===== src/logic/scpm_cfg.svh =====
/*
 * constants of the system clock and power mode controller: register
 * offsets, field positions, reset values and select codes.
 * assumes it is included by bare name from the design and the testbench.
 */
`ifndef SCPM_CFG_SVH
`define SCPM_CFG_SVH

// ****************************************************************
// register byte offsets on the wishbone bus
// ****************************************************************
`define SCPM_OFS_SYSCLK      8'h00
`define SCPM_OFS_FAST_RC     8'h04
`define SCPM_OFS_FAST_XTAL   8'h08
`define SCPM_OFS_SLOW_XTAL   8'h0C

// ****************************************************************
// reset values
// ****************************************************************
`define SCPM_RST_SYSCLK      8'h00
`define SCPM_RST_FAST_RC     8'h01
`define SCPM_RST_FAST_XTAL   8'h00
`define SCPM_RST_SLOW_XTAL   8'h00

// ****************************************************************
// field codes
// ****************************************************************
`define SCPM_SEL_SLOW        3'h7
`define SCPM_RC_FREQ_4M      2'h0
`define SCPM_RC_FREQ_ALIAS   2'h3
`define SCPM_OSC_FAST_RC     0
`define SCPM_OSC_FAST_XTAL   1
`define SCPM_OSC_SLOW_XTAL   2
`define SCPM_OSC_SLOW_RC     3

// ****************************************************************
// field positions and write masks
// ****************************************************************
`define SCPM_BIT_ENABLE      0
`define SCPM_BIT_RANGE       2
`define SCPM_RC_FREQ_LSB     2
`define SCPM_SYSCLK_WMASK    8'hEF

`endif


===== src/logic/scpm_pkg.sv =====
/*
 * types of the system clock and power mode controller.
 * assumes scpm_cfg.svh holds the numeric constants.
 */
package scpm_pkg;

  // system clock control register layout
  typedef struct packed {
    logic [2:0] sysclk_select;      // fh / 2^n, or fsub
    logic       reserved;           // reads zero
    logic       fast_source_select; // 0 rc, 1 crystal
    logic       slow_source_select; // 0 rc, 1 crystal
    logic       fast_idle_enable;   // keep fh during halt when its source's enable bit is set
    logic       slow_idle_enable;   // keep fsub during halt
  } scpm_sysclk_t;

  // power mode of the cpu
  typedef enum logic [2:0] {
    SCPM_RUN,
    SCPM_SLEEP,
    SCPM_IDLE_SLOW_ONLY,
    SCPM_IDLE_BOTH_CLOCKS,
    SCPM_IDLE_FAST_ONLY
  } scpm_mode_t;

endpackage


===== src/logic/scpm_ctrl.sv =====
/*
 * system clock select, prescaler, oscillator enables, stable flags
 * and halt power modes, with a classic wishbone register slave.
 * assumes oscillator levels and ready indications arrive
 * asynchronously and are sampled by the 20 MHz clk_i; halt_i,
 * wake_i and wdt_enable_i come from logic on clk_i.
 */
// The implementer's own choices: the address map and the Wishbone register port.
`timescale 1ns/1ps
`include "scpm_cfg.svh"

// Notes on behaviour
// - halt with both idle bits low: sleep
// - sleep keeps slow rc when watchdog enabled
// - halt, fast 0 slow 1: idle slow only
// - halt, both idle bits: idle both clocks
// - halt, fast 1 slow 0: idle fast only
// - select picks fh divided or fsub
// - fast source: rc or crystal
// - slow source: rc or crystal
// - fast idle bit keeps a fast oscillator whose enable bit is set
// - slow idle bit; watchdog keeps slow rc
// - rc frequency code, 11 aliases 4MHz
// - rc stable flag clears then sets
// - rc enable controls oscillator, resets on
// - crystal range bit selects 10MHz band
// - fast crystal stable clears then sets
// - slow crystal stable clears then sets
// - crystal enables start oscillators, reset off
// - select changes speed; idle bits pick mode
// - switch to fsub waits for stability
// - fast oscillator restarts for full speed
// - unimplemented bits read zero
// - fh after slow switch follows enable
module scpm_ctrl
  import scpm_pkg::*;
#(
  parameter int AW = 8    // wishbone address width
) (
  // clock and reset
  input  wire logic          clk_i,
  input  wire logic          rst_i,
  // wishbone slave
  input  wire logic          cyc_i,
  input  wire logic          stb_i,
  input  wire logic          we_i,
  input  wire logic [AW-1:0] adr_i,
  input  wire logic [3:0]    sel_i,
  input  wire logic [31:0]   dat_i,
  output logic      [31:0]   dat_o,
  output logic               ack_o,
  // cpu and watchdog
  input  wire logic          halt_i,
  input  wire logic          wake_i,
  input  wire logic          wdt_enable_i,
  output logic               cpu_run_o,
  // oscillator levels and ready indications (asynchronous)
  input  wire logic [3:0]    osc_level_i,
  input  wire logic [3:0]    osc_ready_i,
  // oscillator controls
  output logic [3:0]         osc_run_o,
  output logic [1:0]         fast_rc_freq_o,
  output logic               fast_crystal_range_o,
  // clocks out
  output logic               sysclk_o,
  output logic               fh_periph_o,
  output logic               fsub_periph_o
);

  // ****************************************************************
  // registers
  // ****************************************************************
  scpm_sysclk_t sysclk_ctl;        // system clock control
  logic [1:0]   fast_rc_freq_select;
  logic         fast_rc_enable;
  logic         fast_crystal_range;
  logic         fast_crystal_enable;
  logic         slow_crystal_enable;
  logic [2:0]   stable;            // rc, fast crystal, slow crystal
  scpm_mode_t   mode;              // cpu power mode
  logic [3:0]   run_q;             // run outputs one cycle late
  logic [3:0]   sync1;             // first synchroniser stage
  logic [3:0]   sync2;             // second synchroniser stage
  logic [3:0]   rdy1;
  logic [3:0]   rdy2;
  logic         fh_q;              // previous fh level for edge
  logic [5:0]   presc;             // free running prescaler
  logic [2:0]   act_sel;           // tap now driving sysclk_o
  logic [3:0]   next_run;
  logic [7:0]   tap;
  logic         fh_lvl;
  logic         fsub_lvl;
  logic         slow_ok;
  logic         halted;
  logic         fh_need;
  logic         fsub_need;
  logic         wr;
  logic         rd_hit;
  logic [7:0]   rd_byte;

  assign halted = (mode != SCPM_RUN);
  assign wr     = cyc_i & stb_i & we_i & ~ack_o & sel_i[0];

  // ****************************************************************
  // synchronisers: two flops for every asynchronous input
  // ****************************************************************
  genvar g;
  generate
    for (g = 0; g < 4; g++) begin : g_sync
      // first stage read only by the second
      always_ff @(posedge clk_i) begin
        if (rst_i) begin
          sync1[g] <= 1'b0;
          sync2[g] <= 1'b0;
          rdy1[g]  <= 1'b0;
          rdy2[g]  <= 1'b0;
        end else begin
          sync1[g] <= osc_level_i[g];
          sync2[g] <= sync1[g];
          rdy1[g]  <= osc_ready_i[g];
          rdy2[g]  <= rdy1[g];
        end
      end
    end
  endgenerate

  // ****************************************************************
  // wishbone ack: one cycle after the strobe, then dropped
  // ****************************************************************
  always_ff @(posedge clk_i) begin
    if (rst_i) begin
      ack_o <= 1'b0;
    end else begin
      ack_o <= cyc_i & stb_i & ~ack_o;
    end
  end

  // ****************************************************************
  // control register writes
  // ****************************************************************
  always_ff @(posedge clk_i) begin
    if (rst_i) begin
      sysclk_ctl          <= scpm_sysclk_t'(`SCPM_RST_SYSCLK);
      // reset bytes are cut down to each field on purpose
      fast_rc_freq_select <= 2'(`SCPM_RST_FAST_RC >> `SCPM_RC_FREQ_LSB);
      fast_rc_enable      <= 1'(`SCPM_RST_FAST_RC >> `SCPM_BIT_ENABLE);
      fast_crystal_range  <= 1'(`SCPM_RST_FAST_XTAL >> `SCPM_BIT_RANGE);
      fast_crystal_enable <= 1'(`SCPM_RST_FAST_XTAL >> `SCPM_BIT_ENABLE);
      slow_crystal_enable <= 1'(`SCPM_RST_SLOW_XTAL >> `SCPM_BIT_ENABLE);
    end else if (wr) begin
      case (adr_i)
        `SCPM_OFS_SYSCLK: begin
          // reserved bit 4 never stores anything
          sysclk_ctl <= scpm_sysclk_t'(dat_i[7:0] & `SCPM_SYSCLK_WMASK);
        end
        `SCPM_OFS_FAST_RC: begin
          fast_rc_freq_select <= dat_i[`SCPM_RC_FREQ_LSB +: 2];
          fast_rc_enable      <= dat_i[`SCPM_BIT_ENABLE];
        end
        `SCPM_OFS_FAST_XTAL: begin
          // range is locked while the crystal enable bit is set, so a stray write
          // cannot retune a crystal started by its enable bit, but one forced on as the selected source stays unlocked
          if (!fast_crystal_enable) begin
            fast_crystal_range <= dat_i[`SCPM_BIT_RANGE];
          end
          fast_crystal_enable <= dat_i[`SCPM_BIT_ENABLE];
        end
        `SCPM_OFS_SLOW_XTAL: begin
          slow_crystal_enable <= dat_i[`SCPM_BIT_ENABLE];
        end
        default: begin
          // unmapped write: acknowledged and dropped
        end
      endcase
    end
  end

  // ****************************************************************
  // register read data, registered with the ack
  // ****************************************************************
  always_comb begin
    rd_hit  = 1'b1;
    rd_byte = 8'h00;
    case (adr_i)
      `SCPM_OFS_SYSCLK:    rd_byte = sysclk_ctl;
      `SCPM_OFS_FAST_RC:   rd_byte = {4'h0, fast_rc_freq_select, stable[0],
                                      fast_rc_enable};
      `SCPM_OFS_FAST_XTAL: rd_byte = {5'h00, fast_crystal_range, stable[1],
                                      fast_crystal_enable};
      `SCPM_OFS_SLOW_XTAL: rd_byte = {6'h00, stable[2], slow_crystal_enable};
      default:             rd_hit  = 1'b0;
    endcase
  end

  always_ff @(posedge clk_i) begin
    if (rst_i) begin
      dat_o <= 32'h0000_0000;
    end else if (cyc_i & stb_i & ~ack_o & ~we_i) begin
      // unmapped reads return zero
      dat_o <= rd_hit ? {24'h00_0000, rd_byte} : 32'h0000_0000;
    end
  end

  // ****************************************************************
  // power mode: halt chooses purely from the idle bits
  // ****************************************************************
  always_ff @(posedge clk_i) begin
    if (rst_i) begin
      mode <= SCPM_RUN;
    end else begin
      case (mode)
        SCPM_RUN: begin
          if (halt_i) begin
            case ({sysclk_ctl.fast_idle_enable, sysclk_ctl.slow_idle_enable})
              2'b00:   mode <= SCPM_SLEEP;
              2'b01:   mode <= SCPM_IDLE_SLOW_ONLY;
              2'b11:   mode <= SCPM_IDLE_BOTH_CLOCKS;
              default: mode <= SCPM_IDLE_FAST_ONLY;
            endcase
          end
        end
        default: begin
          if (wake_i) begin
            mode <= SCPM_RUN;
          end
        end
      endcase
    end
  end

  assign cpu_run_o = ~halted;

  // ****************************************************************
  // oscillator run decisions
  // ****************************************************************
  always_comb begin
    fh_need   = ~halted | sysclk_ctl.fast_idle_enable;
    fsub_need = ~halted | sysclk_ctl.slow_idle_enable;
    // in run mode on a fast tap the chosen source is forced on
    next_run[`SCPM_OSC_FAST_RC] = fh_need & (fast_rc_enable |
      (~halted & ~sysclk_ctl.fast_source_select &
       (sysclk_ctl.sysclk_select != `SCPM_SEL_SLOW)));
    // on fsub the fast oscillator follows its own enable bit
    next_run[`SCPM_OSC_FAST_XTAL] = fh_need & (fast_crystal_enable |
      (~halted & sysclk_ctl.fast_source_select &
       (sysclk_ctl.sysclk_select != `SCPM_SEL_SLOW)));
    next_run[`SCPM_OSC_SLOW_XTAL] = fsub_need &
      (slow_crystal_enable | sysclk_ctl.slow_source_select);
    // watchdog keeps the slow rc alive even in sleep
    next_run[`SCPM_OSC_SLOW_RC] = fsub_need | wdt_enable_i;
  end

  always_ff @(posedge clk_i) begin
    if (rst_i) begin
      osc_run_o <= 4'h0;
      run_q     <= 4'h0;
    end else begin
      osc_run_o <= next_run;
      run_q     <= osc_run_o;
    end
  end

  // ****************************************************************
  // stable flags: cleared on the start edge, set on ready
  // ****************************************************************
  generate
    for (g = 0; g < 3; g++) begin : g_stable
      always_ff @(posedge clk_i) begin
        if (rst_i) begin
          stable[g] <= 1'b0;
        end else if (!osc_run_o[g] || !run_q[g]) begin
          stable[g] <= 1'b0;
        end else if (rdy2[g]) begin
          stable[g] <= 1'b1;
        end
      end
    end
  endgenerate

  // ****************************************************************
  // oscillator tuning outputs
  // ****************************************************************
  always_ff @(posedge clk_i) begin
    if (rst_i) begin
      fast_rc_freq_o       <= `SCPM_RC_FREQ_4M;
      fast_crystal_range_o <= 1'b0;
    end else begin
      // code 11 is an alias of the 4 MHz setting
      fast_rc_freq_o <= (fast_rc_freq_select == `SCPM_RC_FREQ_ALIAS) ?
                        `SCPM_RC_FREQ_4M : fast_rc_freq_select;
      fast_crystal_range_o <= fast_crystal_range;
    end
  end

  // ****************************************************************
  // source selection and prescaler
  // ****************************************************************
  // note: sources are sampled at 20 MHz, so only oscillators well below
  // half that rate are reproduced faithfully; the trade buys one domain
  assign fh_lvl   = sysclk_ctl.fast_source_select ?
                    sync2[`SCPM_OSC_FAST_XTAL] : sync2[`SCPM_OSC_FAST_RC];
  assign fsub_lvl = sysclk_ctl.slow_source_select ?
                    sync2[`SCPM_OSC_SLOW_XTAL] : sync2[`SCPM_OSC_SLOW_RC];
  assign slow_ok  = sysclk_ctl.slow_source_select ? stable[2] :
                    rdy2[`SCPM_OSC_SLOW_RC];

  // prescaler counts every fh rising edge and never resets on select
  always_ff @(posedge clk_i) begin
    if (rst_i) begin
      fh_q  <= 1'b0;
      presc <= 6'h00;
    end else begin
      fh_q <= fh_lvl;
      if (fh_lvl && !fh_q) begin
        presc <= presc + 6'h01;
      end
    end
  end

  // tap 0 is fh itself, tap n is fh / 2^n, tap 7 is fsub
  assign tap = {fsub_lvl, presc, fh_lvl};

  // ****************************************************************
  // glitch free system clock multiplexer
  // ****************************************************************
  // the tap only changes while old and new taps are both low, so no
  // shortened high phase can ever reach sysclk_o
  always_ff @(posedge clk_i) begin
    if (rst_i) begin
      act_sel  <= 3'h0;
      sysclk_o <= 1'b0;
    end else begin
      if (act_sel != sysclk_ctl.sysclk_select && !sysclk_o &&
          !tap[sysclk_ctl.sysclk_select] &&
          (sysclk_ctl.sysclk_select != `SCPM_SEL_SLOW || slow_ok)) begin
        act_sel  <= sysclk_ctl.sysclk_select;
        sysclk_o <= 1'b0;
      end else begin
        sysclk_o <= tap[act_sel];
      end
    end
  end

  // ****************************************************************
  // peripheral clocks, gated by the power mode
  // ****************************************************************
  always_ff @(posedge clk_i) begin
    if (rst_i) begin
      fh_periph_o   <= 1'b0;
      fsub_periph_o <= 1'b0;
    end else begin
      fh_periph_o   <= fh_lvl & fh_need;
      fsub_periph_o <= fsub_lvl & fsub_need;
    end
  end
endmodule // scpm_ctrl


===== config.mk =====
export PLATFORM = sky130hd
export DESIGN_NAME = scpm_ctrl
export DESIGN_NICKNAME = d
export VERILOG_FILES = /design/src/logic/scpm_pkg.sv /design/src/logic/scpm_ctrl.sv
export VERILOG_INCLUDE_DIRS = /design/src /design/src/logic
export SDC_FILE = /design/constraint.sdc
export NUM_CORES = 1
export LEC_CHECK = 0
export ABC_CLOCK_PERIOD_IN_PS = 1800
export BUFFER_PORTS_ARGS = -buffer_cell sky130_fd_sc_hd__buf_2
export CAP_MARGIN = 20
export CORE_UTILIZATION = 44
export CTS_CLUSTER_DIAMETER = 200
export DETAILED_ROUTE_END_ITERATION = 8
export GPL_TIMING_DRIVEN = 0
export PLACE_DENSITY = 0.75
export SLEW_MARGIN = 10
export SYNTH_ARGS = -nofsm -noshare
export SYNTH_HDL_FRONTEND = slang
export SYNTH_SLANG_ARGS = --single-unit

===== constraint.sdc =====
create_clock -name clk_i -period 1.8 [get_ports clk_i]
set_input_delay 0 -clock clk_i [delete_from_list [all_inputs] [get_ports clk_i]]
set_output_delay 0 -clock clk_i [all_outputs]
set_load 0.02 [all_outputs]

==> results of run 1 <==
[cells in the mapped netlist]
cell type / n
o21ai_0: 5
nor2b_1: 20
xor2_1: 4
nand2_2: 1
a21oi_4: 1
nor4_4: 1
conb_1: 1
a2111oi_2: 1
a32oi_1: 2
nand4_1: 1
o21a_1: 1
or2_4: 1
nor3_1: 6
nor3b_1: 2
a21oi_1: 5
xnor2_1: 4
buf_2: 3
nand3_1: 5
or4_4: 1
mux2i_1: 19
ha_1: 4
buf_6: 1
or2_2: 1
nor4_2: 1
nor2_1: 36
mux4_2: 5
o211ai_1: 1
buf_1: 1
clkbuf_1: 9
nor4_1: 4
inv_1: 10
o22ai_1: 1
o32ai_1: 2
buf_4: 25
o211a_1: 3
nand2b_1: 5
nand2_1: 5
nand3b_1: 1
dfxtp_1: 66
mux2_2: 2
a22oi_1: 6
a211o_1: 1
nand3b_4: 1
a311o_1: 1
[cell families after synthesis]
| family | Yosys count | share of synthesized area [%] |
|---|---|---|
| buffers and inverters | 49 | 10.3 |
| XOR/XNOR | 8 | 2.51 |
| flip-flops | 66 | 47.2 |
| adder cells (fa/ha/maj) | 4 | 1.79 |
| multiplexers | 26 | 11.6 |
| AO/OA/AOI/OAI | 30 | 8.28 |
| AND/OR/NAND/NOR | 92 | 18.1 |
| other | 1 | 0.134 |
[worst max-delay path, stage by stage (launching register included)]
cell     delay (ns)
dfxtp_4        0.40
mux2_2         0.37
mux4_2         0.50
a21oi_4        0.23
mux2i_1        0.20
[power by group]
group | leakage [nW] | total, mW | internal, mW | switching, mW
clock network | 0.114 | 1.47 | 0.919 | 0.553
logic | 1.01 | 0.279 | 0.130 | 0.149
registers | 0.538 | 1.50 | 1.49 | 0.0113
total | 1.66 | 3.25 | 2.54 | 0.712
[worst max-delay path by stage]
| stage | start | endpoint | slack (ns) |
|---|---|---|---|
| 6_report | sysclk_ctl[3] | act_sel[0] | 0.03 |
| 5_1_grt | sysclk_ctl[3] | act_sel[1] | 0.001 |
| 4_1_cts | sysclk_ctl[3] | act_sel[0] | 0.006 |
| 3_5_place_dp | sysclk_ctl[3] | act_sel[0] | -0.05 |
| 3_3_place_gp | sysclk_ctl[3] | act_sel[0] | -0.04 |
| 2_1_floorplan | ack_o | sysclk_ctl[1] | 0.07 |
[cell usage in the layout, fill, tap and decap left out, drive strengths merged, types with 2 or more instances in the layout]
cell type	count
mux4	5
nor4	6
a32oi	2
dlygate4sd3	20
bufinv	3
nor2b	20
or2	2
dfxtp	66
mux2	2
nor3	6
nand2	6
o21ai	5
o211a	3
nor3b	2
xor2	4
nand2b	5
clkbuf	20
nor2	36
a22oi	6
o32ai	2
inv	10
xnor2	4
mux2i	19
conb	25
a21oi	6
ha	4
nand3b	2
nand3	5
buf	77
[through the flow]
step           instances  setup slack [ns]
6_report             458            0.0308
5_1_grt              458           0.00115
4_1_cts              458           0.00617
3_5_place_dp         422           -0.0524
3_3_place_gp         422           -0.0382
2_1_floorplan        300            0.0687
[flip-flops by register name, summed over array words and instances (netlist names)]
signal,cells
dat_o,7
sysclk_ctl,7
presc,6
osc_run_o,4
rdy1,4
rdy2,4
sync1,4
sync2,4
act_sel,3
mode,3
run_q,3
stable,3
fast_rc_freq_o,2
fast_rc_freq_select,2
ack_o,1
fast_crystal_enable,1
fast_crystal_range,1
fast_crystal_range_o,1
fast_rc_enable,1
fh_periph_o,1
fh_q,1
fsub_periph_o,1
slow_crystal_enable,1
sysclk_o,1
[per-layer routing]
metal,GRT usage (%),vias up,wire length (um)
met5,0,-,0
met4,6.84,0,43
met3,6.89,6,345
met2,30.8,55,2900
met1,21.7,981,2520
li1,-,1095,-
[layout make-up]
| type | count | area, um^2 |
|---|---|---|
| Multi-Input combinational cell | 185 | 1290 |
| Fill cell | 498 | 2360 |
| Inverter | 10 | 37.5 |
| Buffer | 39 | 251 |
| Timing Repair Buffer | 67 | 435 |
| Clock inverter | 5 | 103 |
| Tap cell | 75 | 93.8 |
| Sequential cell | 66 | 1330 |
| Clock buffer | 11 | 131 |
[timing repair]
item,in CTS,in global routing
hold buffers,20,0
gates resized for setup,2,3
setup endpoints to repair,4,8
pin swaps,0,1
hold endpoints to repair,26,0
==> reports/summary.txt, run 1 <==
Die area: 6680 um^2
Die Y: 81.7 um
Die outline width: 81.7 um
Post-CTS setup repair buffer count: 0
Routed WL: 5.82 mm
Max rail drop VDD: 437 uV
Clock Latency Late Sink: 0.34 ns
Power Density: 886 nW/um^2
DR WL/cell: 12.7 um
Starting Density: 46.4%
Seq/Total Area, Yosys: 47.2%
H-tree Lvls: 3
Clock-pin slew on the worst setup and hold paths: 0.07 ns
Routability congestion estimate: 0.808
Crit path kind: reg -> reg
Clk_skew: 0.00624 ns
Worst setup SP type: flip-flop
Post-layout min period: 1.77 ns
Reg-to-reg critical path startpoint: sysclk_ctl[3]
WP data required: 2.08 ns
Worst hold start: rst_i
Residual DRC: 0
Outcome: completed
Via-per-instance ratio: 4.67
Hpwl dp: 3.96 mm
Synthesis Warnings: 0
Crit end category: flip-flop
Final antenna-violating net count: 0
Total global-route track usage: 18.5%
Hold Path Stages: 2
Max FO, Critical Path: 6
Largest cells by area after synthesis: dfxtp_1, mux2i_1, buf_4
TritonCTS clock tree: yes
Post-synth top area share: 47.2%
NumNets Final: 442
Routed via count: 2137
Max-Cap Viols: 0
CTS max path bufs: 2
Mapped Cells: 276
Row count: 28
Layout area overhead: 31.1%
Fmax: 0.565 GHz
Post-Place Cell Area: 3220 um^2
Setup slack, reg-to-reg: 0.03 ns
Synth Cell Area: 2800 um^2
Io pins: 104
Finished Core Util: 60.8%
Final Max Slew Viols: 0
Pre-antenna DRT Iters: 5
Synth cell types: 44
Max-Slew Margin vs Limit: 60.3%
Initial antenna violation count: 0
Final TNS setup: 0 ns
Worst slew pin tran: 0.595 ns
Leak: 1.66 nW
R2R Path End: act_sel[0]
Post-synth top area cell: dfxtp_1
Worst-case reg-to-reg path depth: 4
Fraction of layout cells with a size suffix above 1: 28.7%
Min-Delay Path Class: in -> reg
Total CTS buffers: 9
Largest net degree at the start of global routing: 12
Hold Fails Final Rpt: 0
Drt initial violations: 94
Overflow left after global routing: 0
First-pass GRT wire length: 8.91 mm
Vias in the first global route: 1905
Ant diodes: 0
Hold slack: 0.0656 ns
Period utilization: 98.3%
IO buf count: 47
Core area: 6030 um^2
RSZ-0062 raised after global routing: no
Yosys reg bits: 66
WHS Endpoint: run_q[1]
Final Total Pwr: 3.25 mW
Crit path DAT: 2.04 ns
Total clock sinks: 66
Mapped Avg Cell Area: 10.1 um^2
CTS Root Cell: clkbuf_8
Endpoints failing setup: 0
Post-route cell area: 3660 um^2
Power figures use the tool's default switching activity.
==> run 2, diff against run 1 <==
Settings changed: ABC_CLOCK_PERIOD_IN_PS 1800 to 1500.
Clock period 1.8 ns to 1.5 ns, I/O delays scaled along.
==> run 2 against run 1 <==
Net effect: the flow now finishes with violations (negative setup slack); core utilization up 2.3 points; combinational power rose by 23%; worst hold slack lost 0.015 ns; sequential power rose by 19%; die area unchanged; register-to-register slack got worse by 0.21 ns; via count up 4.3%.
==> reports/summary.txt, run 2 (synthesized netlist as in run 1, its figures left out) <==
Final Total Pwr: 3.95 mW
Layout area overhead: 36.0%
Drt initial violations: 54
Die Y: 81.7 um
Most frequent cells in the layout: dfxtp_1, buf_2, nor2_1, buf_4, conb_1
First-pass GRT wire length: 9.21 mm
Die outline width: 81.7 um
Outcome: finished, violations left
Largest net degree at the start of global routing: 13
Final antenna-violating net count: 0
Fraction of layout cells with a size suffix above 1: 32.9%
Routed WL: 5.89 mm
Post-layout min period: 1.67 ns
Max FO, Critical Path: 7
Area occupied by multi-input gates: 1360 um^2
Routability congestion estimate: 0.846
Ant diodes: 0
Commonest non-fill, non-tap cell in the layout: dfxtp_1
Total global-route track usage: 18.9%
Failing checks: negative setup slack
Total CTS buffers: 9
Worst Setup SP: ack_o
Power Density: 1040 nW/um^2
Crit end category: flip-flop
Final TNS setup: -1.77 ns
Filler cells: 511
Residual DRC: 0
Hold Fails Final Rpt: 0
Hpwl dp: 4.00 mm
Finished Core Util: 63.1%
IO buf count: 47
Min-Delay Path Class: in -> reg
Pre-antenna DRT Iters: 4
Largest registers: dat_o: 7 flops, sysclk_ctl: 7 flops, presc: 6 flops
Reg-to-reg critical path startpoint: ack_o
Initial antenna violation count: 0
Crit path kind: reg -> reg
Worst hold start: rst_i
Core area: 6030 um^2
Via-per-instance ratio: 4.80
TritonCTS clock tree: yes
NumNets Final: 448
WP data required: 1.72 ns
Final worst setup slack: -0.174 ns
Final Max Slew Viols: 0
Row count: 28
RSZ-0062 raised after global routing: yes
Max-Slew Margin vs Limit: 63.6%
Routed via count: 2228
Overflow left after global routing: 0
Place WS: -0.330 ns
FF+latch area: 1330 um^2
Endpoints failing setup: 12
Post-Place Cell Area: 3230 um^2
H-tree Lvls: 3
Post-route cell area: 3800 um^2
Die area: 6680 um^2
Clock-pin slew on the worst setup and hold paths: 0.07 ns
Starting Density: 46.4%
Io pins: 104
CTS max path bufs: 2
Period utilization: 112%
Max-Cap Viols: 0
CTS Root Cell: clkbuf_8
Leak: 1.74 nW
Worst setup SP type: flip-flop
Clock Latency Late Sink: 0.35 ns
Total clock sinks: 66
Fmax: 0.597 GHz
Worst slew pin tran: 0.545 ns
Vias in the first global route: 2074
Max rail drop VDD: 594 uV
Clk_skew: 0.0107 ns
Crit path DAT: 1.89 ns
DR WL/cell: 12.7 um
==> run 2: cell types whose count changed in the layout (fill, tap and decap cells not counted), sizes merged <==
cell	previous run	this run
clkbuf	20	19
clkinvlp	1	0
inv	10	11
buf	77	85
dlygate4sd3	20	19
==> run 2: report_power, final <==
group / switching (mW) / internal, mW / leakage, nW / total (mW)
clock: 0.662 / 1.15 / 0.124 / 1.81
combinational: 0.181 / 0.161 / 1.08 / 0.342
sequential: 0.0142 / 1.78 / 0.539 / 1.79
==> run 2: cell type report <==
class | instances | area share, %
clock inverters | 5 | 2.67
clock buffers | 11 | 3.72
flip-flops and latches | 66 | 35.0
plain buffers | 37 | 6.42
multi-input cells | 185 | 35.6
inverters | 10 | 0.987
repair buffers | 75 | 13.1
well taps | 75 | 2.47
==> run 2: routing by layer <==
metal,part of all wire [%],vias up,GRT usage (%),routed length (um)
met5,0,-,0,0
met4,2.1,0,10.0,126
met3,7.0,13,5.22,413
met2,49,79,32.3,2890
met1,42,1031,21.2,2450
li1,-,1105,-,-
==> run 2: repair_timing <==
action | CTS | global route
buffers inserted | 8 | 1
pin swaps | 4 | 4
setup endpoints to repair | 19 | 19
hold buffers | 19 | 0
gates resized for setup | 14 | 5
hold endpoints to repair | 25 | 0
==> run 2: path summary, 6_finish.rpt <==
kind / end / slack (ns) / depth (start not counted)
worst max-delay path: sysclk_ctl[2] / -0.17 / 5
worst min register to register: rdy2[1] / 0.44 / 1
worst max register to register: sysclk_ctl[2] / -0.17 / 5
worst min-delay path: rdy2[0] / 0.05 / 2
==> run 2: worst max-delay path: stages (launching register included) <==
cell and delay [ns]:
dfxtp_4 0.34, nand3b_4 0.15, or2_4 0.27, or4_4 0.53
mux2i_1 0.21, nor2_1 0.05
==> run 2: through the flow <==
| step | hold slack [ns] | std cells |
|---|---|---|
| global placement | 0.208 | 422 |
| detailed placement | 0.213 | 422 |
| floorplan | 0.118 | 300 |
| finish | 0.0508 | 464 |
| global route | 0.0969 | 464 |
| CTS | 0.0487 | 463 |
